$ cat src/cfo_pkg.sv
`default_nettype none
package cfo_pkg;
   localparam int          NUM_OUT        = 8;
   localparam logic [7:0]  OE_REG_RESET   = 8'hFF;
   localparam int          SYNC_STAGES    = 3;
   // frequency strap: high = 100 MHz, low = 133.33 MHz
   localparam logic        FSEL_100M      = 1'h1;
   // shutdown is honoured after this many complement-line rising edges with request low
   localparam int          PD_RISE_EDGES  = 2;
   // reference activity window: ref must toggle within this many nanoseconds
   localparam real         REF_TIMEOUT_NS = 200.0;
   localparam real         CLK_PERIOD_NS  = 8.0;
   localparam int          REF_TIMEOUT_CY = int'(REF_TIMEOUT_NS / CLK_PERIOD_NS);
   // lock settles after this many reference rising edges
   localparam int          LOCK_EDGES     = 16;
   // three-level loop mode strap encoding (two comparator bits)
   localparam logic [1:0]  TRI_LOW        = 2'h0;
   localparam logic [1:0]  TRI_MID        = 2'h1;
   localparam logic [1:0]  TRI_HIGH       = 2'h3;

   typedef enum logic [1:0] {
      CFO_LOOP_LOW_BW,
      CFO_LOOP_BYPASS,
      CFO_LOOP_HIGH_BW
   } cfo_loop_e;

   typedef struct packed {
      logic       freq_100m;
      logic [1:0] serial_addr;
      cfo_loop_e  loop_mode;
   } cfo_strap_s;

   typedef struct packed {
      logic [7:0] true_line;
      logic [7:0] comp_line;
      logic [7:0] drive_en_n;
   } cfo_diff_s;
endpackage : cfo_pkg
`default_nettype wire

$ cat src/cfo_ctrl.sv
`default_nettype none
module cfo_ctrl
   import cfo_pkg::*;
#(
   parameter int NOUT = cfo_pkg::NUM_OUT
) (
   input  wire logic             clk_sys_in,
   input  wire logic             resetn_in,
   input  wire logic             ref_clk_in,
   input  wire logic [NOUT-1:0]  out_enable_n_in,
   input  wire logic [NOUT-1:0]  reg_enable_in,
   input  wire logic             reg_enable_we_in,
   input  wire logic             power_good_shutdown_pin_in,
   input  wire logic             frequency_select_strap_in,
   input  wire logic [1:0]       serial_address_strap_in,
   input  wire logic [1:0]       loop_mode_strap_in,
   output logic      [NOUT-1:0]  diff_output_true_out,
   output logic      [NOUT-1:0]  diff_output_complement_out,
   output logic      [NOUT-1:0]  diff_output_oe_n_out,
   output logic      [NOUT-1:0]  reg_enable_out,
   output cfo_strap_s            strap_out,
   output logic                  straps_valid_out,
   output logic                  locked_out,
   output logic                  shutdown_out
);
   import cfo_pkg::*;

   typedef enum logic [1:0] {
      CFO_WAIT_PG,
      CFO_WAIT_LOCK,
      CFO_RUN,
      CFO_DOWN
   } cfo_state_e;

   cfo_state_e        state_r;
   logic [NOUT-1:0]   oe_n_s;
   logic [1:0]        misc_s;
   logic              ref_s;
   logic              pg_s;
   logic              ref_d_r;
   logic              ref_rise;
   logic              ref_fall;
   logic [7:0]        ref_idle_r;
   logic              ref_alive;
   logic [4:0]        lock_cnt_r;
   logic              pg_seen_r;
   logic [1:0]        pd_cnt_r;
   logic              pd_armed_r;
   logic [NOUT-1:0]   gate_r;
   logic [NOUT-1:0]   tri_r;
   logic [NOUT-1:0]   want;
   cfo_loop_e         loop_dec;

   cfo_sync #(.WIDTH(NOUT), .INIT({NOUT{1'b1}})) u_oe_sync (
      .clk_sys_in (clk_sys_in),
      .resetn_in  (resetn_in),
      .async_in   (out_enable_n_in),
      .level_out  (oe_n_s)
   );

   cfo_sync #(.WIDTH(2), .INIT(2'h0)) u_misc_sync (
      .clk_sys_in (clk_sys_in),
      .resetn_in  (resetn_in),
      .async_in   ({ref_clk_in, power_good_shutdown_pin_in}),
      .level_out  (misc_s)
   );

   assign ref_s = misc_s[1];
   assign pg_s  = misc_s[0];

   // reference edge tracking; the output follows the reference edge-for-edge
   always_ff @(posedge clk_sys_in) begin
      if (!resetn_in) begin
         ref_d_r <= 1'b0;
      end else begin
         ref_d_r <= ref_s;
      end
   end
   assign ref_rise = ref_s & ~ref_d_r;
   assign ref_fall = ~ref_s & ref_d_r;

   // activity detector
   always_ff @(posedge clk_sys_in) begin
      if (!resetn_in) begin
         ref_idle_r <= 8'h00;
      end else if (ref_rise || ref_fall) begin
         ref_idle_r <= 8'h00;
      end else if (ref_idle_r != 8'(REF_TIMEOUT_CY)) begin
         ref_idle_r <= ref_idle_r + 8'h01;
      end
   end
   assign ref_alive = (ref_idle_r != 8'(REF_TIMEOUT_CY));

   // three-level decode
   always_comb begin
      unique case (loop_mode_strap_in)
         TRI_LOW:  loop_dec = CFO_LOOP_LOW_BW;
         TRI_MID:  loop_dec = CFO_LOOP_BYPASS;
         TRI_HIGH: loop_dec = CFO_LOOP_HIGH_BW;
         default:  loop_dec = CFO_LOOP_BYPASS;
      endcase
   end

   // straps caught once at first power-good rise
   always_ff @(posedge clk_sys_in) begin
      if (!resetn_in) begin
         pg_seen_r        <= 1'b0;
         straps_valid_out <= 1'b0;
         strap_out        <= '0;
      end else if (!pg_seen_r && pg_s) begin
         pg_seen_r                <= 1'b1;
         straps_valid_out         <= 1'b1;
         strap_out.freq_100m      <= frequency_select_strap_in;
         strap_out.serial_addr    <= serial_address_strap_in;
         strap_out.loop_mode      <= loop_dec;
      end
   end

   // software enable bits
   always_ff @(posedge clk_sys_in) begin
      if (!resetn_in) begin
         reg_enable_out <= OE_REG_RESET[NOUT-1:0];
      end else if (reg_enable_we_in) begin
         reg_enable_out <= reg_enable_in;
      end
   end

   // shutdown qualifier: count complement rises (true falls) with request low
   always_ff @(posedge clk_sys_in) begin
      if (!resetn_in || !pg_seen_r || pg_s) begin
         pd_cnt_r   <= 2'h0;
         pd_armed_r <= 1'b0;
      end else if (ref_fall) begin
         if (pd_cnt_r != 2'(PD_RISE_EDGES)) begin
            pd_cnt_r <= pd_cnt_r + 2'h1;
         end
         if (pd_cnt_r == 2'(PD_RISE_EDGES - 1)) begin
            pd_armed_r <= 1'b1;
         end
      end
   end

   // power state
   always_ff @(posedge clk_sys_in) begin
      if (!resetn_in) begin
         state_r    <= CFO_WAIT_PG;
         lock_cnt_r <= 5'h00;
      end else begin
         unique case (state_r)
            CFO_WAIT_PG: begin
               lock_cnt_r <= 5'h00;
               if (pg_s && ref_alive) begin
                  state_r <= CFO_WAIT_LOCK;
               end
            end
            CFO_WAIT_LOCK: begin
               if (!pg_s || !ref_alive) begin
                  state_r    <= CFO_WAIT_PG;
               end else if (lock_cnt_r == 5'(LOCK_EDGES)) begin
                  state_r <= CFO_RUN;
               end else if (ref_rise) begin
                  lock_cnt_r <= lock_cnt_r + 5'h01;
               end
            end
            CFO_RUN: begin
               // complement falls when true rises
               if ((pd_armed_r && ref_rise) || !ref_alive) begin
                  state_r <= CFO_DOWN;
               end
            end
            CFO_DOWN: begin
               lock_cnt_r <= 5'h00;
               if (pg_s && ref_alive) begin
                  state_r <= CFO_WAIT_LOCK;
               end
            end
         endcase
      end
   end

   assign want = ~oe_n_s & reg_enable_out;

   // gating opens only at a reference rise, in step with ref_d_r, and clears whenever state_r leaves CFO_RUN: whole phases on both lines unless ref is lost
   always_ff @(posedge clk_sys_in) begin
      if (!resetn_in) begin
         gate_r <= '0;
      end else if (state_r != CFO_RUN) begin
         gate_r <= '0;
      end else if (ref_rise) begin
         gate_r <= pd_armed_r ? '0 : want;
      end
   end

   always_ff @(posedge clk_sys_in) begin
      if (!resetn_in) begin
         diff_output_true_out       <= '0;
         diff_output_complement_out <= '0;
         diff_output_oe_n_out       <= '1;
         tri_r                      <= '1;
         locked_out                 <= 1'b0;
         shutdown_out               <= 1'b0;
      end else begin
         tri_r        <= (state_r == CFO_RUN) ? '0 : '1;
         locked_out   <= (state_r == CFO_RUN);
         shutdown_out <= (state_r == CFO_DOWN);
         for (int i = 0; i < NOUT; i++) begin
            // one output per reference edge: no divider, no offset
            diff_output_true_out[i]       <= gate_r[i] & ref_d_r;
            diff_output_complement_out[i] <= gate_r[i] & ~ref_d_r;
            diff_output_oe_n_out[i]       <= tri_r[i];
         end
      end
   end
endmodule : cfo_ctrl
`default_nettype wire

$ cat src/cfo_sync.sv
`default_nettype none
module cfo_sync #(
   parameter int WIDTH = 1,
   parameter logic [WIDTH-1:0] INIT = '0
) (
   input  wire logic             clk_sys_in,
   input  wire logic             resetn_in,
   input  wire logic [WIDTH-1:0] async_in,
   output logic      [WIDTH-1:0] level_out
);
   import cfo_pkg::*;
   logic [WIDTH-1:0] s1_r;
   logic [WIDTH-1:0] s2_r;
   logic [WIDTH-1:0] s3_r;

   always_ff @(posedge clk_sys_in) begin
      if (!resetn_in) begin
         s1_r      <= INIT;
         s2_r      <= INIT;
         s3_r      <= INIT;
         level_out <= INIT;
      end else begin
         s1_r <= async_in;
         s2_r <= s1_r;
         s3_r <= s2_r;
         // a bit changes only once the second and third stages agree
         for (int i = 0; i < WIDTH; i++) begin
            if (s2_r[i] == s3_r[i]) begin
               level_out[i] <= s3_r[i];
            end
         end
      end
   end
endmodule : cfo_sync
`default_nettype wire

$ cat config.mk
export PLATFORM = sky130hd
export DESIGN_NAME = cfo_ctrl
export DESIGN_NICKNAME = d
export VERILOG_FILES = /design/src/cfo_pkg.sv /design/src/cfo_ctrl.sv /design/src/cfo_sync.sv
export SDC_FILE = /design/constraint.sdc
export NUM_CORES = 1
export LEC_CHECK = 0
export BUFFER_PORTS_ARGS = -buffer_cell sky130_fd_sc_hd__buf_2
export CAP_MARGIN = 5
export CORE_MARGIN = 10
export CORE_UTILIZATION = 45
export CTS_CLUSTER_SIZE = 12
export DETAILED_ROUTE_END_ITERATION = 6
export GPL_TIMING_DRIVEN = 0
export PLACE_DENSITY = 0.77
export SYNTH_ARGS = -nofsm -noshare
export SYNTH_HDL_FRONTEND = slang
export SYNTH_SLANG_ARGS = --single-unit
export TNS_END_PERCENT = 20
$ cat constraint.sdc
create_clock -name clk_sys_in -period 2.12 [get_ports clk_sys_in]
set_clock_uncertainty 0.1 [all_clocks]
set_input_delay 0.424 -clock clk_sys_in [delete_from_list [all_inputs] [get_ports clk_sys_in]]
set_output_delay 0.424 -clock clk_sys_in [all_outputs]
set_load 0.05 [all_outputs]
==> metrics.txt <==
Slew HR 0.523; Layout Nets 477; die area ~0.012 mm²; clock transition at the registers of the reported paths 0.09 ns; Final Total Pwr around 3.6 mW; WL met3 approximately 530 µm; setup slack after layout between 0.1 and 0.15 ns; Seq/Total Area, Yosys 0.554; Critical Path Max Stage Delay 0.45 ns; largest net degree at the start of global routing 18; cts hold-fix bufs 0; Post-Syn Nets roughly 400; Clock Sinks between 100 and 150; Final min period just over 2 ns; Crit-path slowest cell or4_1; Cell Area, Synth roughly 0.0036 mm²; Crit Path Max Fanout 9; CTS Root Cell clkbuf_8; Rows 32; Critical Path AT between 2 and 2.5 ns; top sig layer met4; I/O Buffers 64; Final Hold Viols 0; crit-path cells inv_1 -> ha_1 -> nand4b_2 -> or4_1 -> buf_6 -> a32o_1 -> o221a_1; placed instance area just over 0.004 mm²; H-tree depth 3; Seq cells post-synth between 100 and 150; Total Routing Usage GR 0.126; Tightest Pin Transition between 0.7 and 0.8 ns; routed wl met2 between 3 and 4 mm; vias in the first global route about 2600; Layout fillers roughly 720; pwr/cell area between 800 and 900 mW/mm²; Max-Cap Viols 0; met1 WL between 3 and 4 mm; Critical Path RT around 2.3 ns; crit path kind flop to flop; WL per Instance about 13 µm; Leak Pwr 1.78 nW; Vias/cell 4.99; YS warnings 0; Synth cell types 38; status complete, no violations; Final Max Slew Viols 0; share of cells above drive strength 1 0.212; CTS tree done; Iteration-0 DRC Markers 132; GP Congestion approximately 0.9; Max VDD drop around 0.43 mV; Layout Cells excl Fill ~550; final hold slack 0.139 ns; GRT overflow 0; min-delay worst type input pin to flop; DRC Markers 0; final WL approximately 7.4 mm; first-pass GRT wire length 12.2 mm; Via Count approximately 2700; post-synthesis cell count 364; IO Pins 66; cts bufs inserted 9; Antenna diodes 0; worst-skew pair later-pin latency ~0.36 ns; chip width approximately 110 µm; maximum clock path buffer count 2; final instance area 0.00429 mm²; # setup viols final 0; fmax roughly 500 MHz; DP Cell Count 530; antenna viol nets, final 0; die height 110 µm; final core occ 0.549; Initial Utilization 0.467; crit path launch type flop; total negative setup slack 0 ns; core area 0.00781 mm²; crit path capture type flop; DP HPWL about 5.5 mm; drt pass-1 iters 4; pre-CTS WS -0.0396 ns; Area Overhead vs Synth 17.5%; antenna violations before repair 0; final worst-path cycle share 0.950; Mapped Avg Cell Area 10.0 µm²
==> power breakdown <==
| part | leakage, nW | internal [mW] | switching, mW |
|---|---|---|---|
| Combinational | 0.869 | 0.170 | 0.310 |
| Clock | 0.0885 | 0.442 | 0.637 |
| Sequential | 0.823 | 1.96 | 0.0419 |
| Total | 1.78 | 2.57 | 0.989 |
==> worst max-delay path, delay by kind of cell, from the launching register on <==
family	cells	cell delay [ns]
DFF	1	0.34
buffers and inverters	2	0.22
and+or+nand+nor	2	0.59
AOI/OAI and AO/OA	2	0.51
adders and majority gates	1	0.15
==> final timing paths <==
kind                                                    from                      endpoint  slack, ns  cells past startpoint
worst min register to register  u_oe_sync.s1_r[6]$_SDFF_PN1_  u_oe_sync.s2_r[6]$_SDFF_PN1_       0.31                      1
worst max-delay path              ref_idle_r[1]$_SDFFE_PP0N_       state_r[1]$_SDFFE_PN0P_       0.11                      7
worst max register to register    ref_idle_r[1]$_SDFFE_PP0N_       state_r[1]$_SDFFE_PN0P_       0.11                      7
worst min-delay path                      out_enable_n_in[1]  u_oe_sync.s1_r[1]$_SDFF_PN1_       0.14                      2
==> metal layers <==
| layer | vias to the layer above | global-route usage |
|---|---|---|
| met5 | - | 0 |
| met4 | 0 | 0.0474 |
| met3 | 10 | 0.0406 |
| met2 | 81 | 0.213 |
| met1 | 1257 | 0.146 |
| li1 | 1374 | - |
==> logic make-up (layout without fill, tap and decap cells) <==
group | after synthesis | after routing | share of synthesized area
flops | 101 | 101 | 0.554
mux | 13 | 13 | 0.0357
fa+ha+maj | 12 | 12 | 0.0412
xor+xnor | 8 | 8 | 0.0192
simple gates | 147 | 147 | 0.223
buf+inv | 34 | 114 | 0.0442
compound gates | 49 | 49 | 0.0827
==> flip-flops by register name, summed over array words and instances, names as in the netlist, 2 cells and up <==
signal / cells
u_oe_sync.s3_r: 8
u_oe_sync.s2_r: 8
lock_cnt_r: 5
state_r: 2
pd_cnt_r: 2
diff_output_complement_out: 8
u_misc_sync.s2_r: 2
diff_output_true_out: 8
u_misc_sync.level_out: 2
ref_idle_r: 8
u_oe_sync.level_out: 8
gate_r: 8
strap_out: 5
u_oe_sync.s1_r: 8
u_misc_sync.s3_r: 2
reg_enable_out: 8
u_misc_sync.s1_r: 2
==> placed cells by master (no fill, tap or decap), drive strengths merged, types with 2 or more instances in the layout <==
cell | synthesis | final
dfxtp | 101 | 101
buf | 8 | 73
nand2b | 36 | 36
nor2 | 36 | 36
clkbuf | 15 | 25
a21oi | 22 | 22
nand2 | 18 | 18
and3 | 16 | 16
mux2i | 13 | 13
inv | 11 | 13
ha | 12 | 12
o21ai | 11 | 11
nand3 | 9 | 9
and2 | 8 | 8
nand3b | 6 | 6
o211ai | 5 | 5
xor2 | 4 | 4
xnor2 | 4 | 4
nand4b | 4 | 4
or4 | 3 | 3
nor2b | 3 | 3
nand4 | 3 | 3
clkinv | 0 | 3
a211oi | 2 | 2
nor3 | 2 | 2
o2111ai | 2 | 2
==> synth_stat cells <==
cell,n,area share
dfxtp_1,101,0.55
nand2b_1,36,0.062
nor2_1,36,0.037
a21oi_1,22,0.030
nand2_1,18,0.019
and3_1,16,0.027
clkbuf_1,15,0.015
mux2i_1,13,0.036
ha_1,12,0.041
inv_1,11,0.011
o21ai_0,11,0.015
nand3_1,9,0.012
and2_1,7,0.012
buf_4,7,0.014
nand3b_1,6,0.012
o211ai_1,5,0.010
xnor2_1,4,0.0096
xor2_1,4,0.0096
nand4_1,3,0.0051
nand4b_1,3,0.0072
nor2b_1,3,0.0051
or4_1,3,0.0062
a211oi_1,2,0.0041
nor3_1,2,0.0027
o2111ai_1,2,0.0048
a2bb2oi_1,1,0.0024
a311o_1,1,0.0027
a32o_1,1,0.0027
a32oi_1,1,0.0024
and2_2,1,0.0021
and4_1,1,0.0024
buf_6,1,0.0031
nand4b_2,1,0.0041
nand4bb_1,1,0.0031
nor4_2,1,0.0034
o221a_1,1,0.0031
o32ai_1,1,0.0024
o41ai_1,1,0.0024
==> layout make-up <==
| cell class | count | area (µm²) | share of cell area |
|---|---|---|---|
| well taps | 102 | 128 | 0.0298 |
| plain buffers | 22 | 116 | 0.0271 |
| repair buffers | 65 | 328 | 0.0765 |
| multi-input cells | 229 | 1480 | 0.344 |
| flip-flops and latches | 101 | 2020 | 0.472 |
| clock buffers | 11 | 131 | 0.0306 |
| clock inverters | 5 | 43.8 | 0.0102 |
| inverters | 11 | 41.3 | 0.00963 |
==> repair_timing <==
action                     in CTS  in global routing
gates resized for setup         1                  3
cloned                          0                  0
setup endpoints to repair       2                  6
buffers inserted                0                  1
pin swaps                       0                  0
No activity file was read; power rests on OpenSTA's default activity.
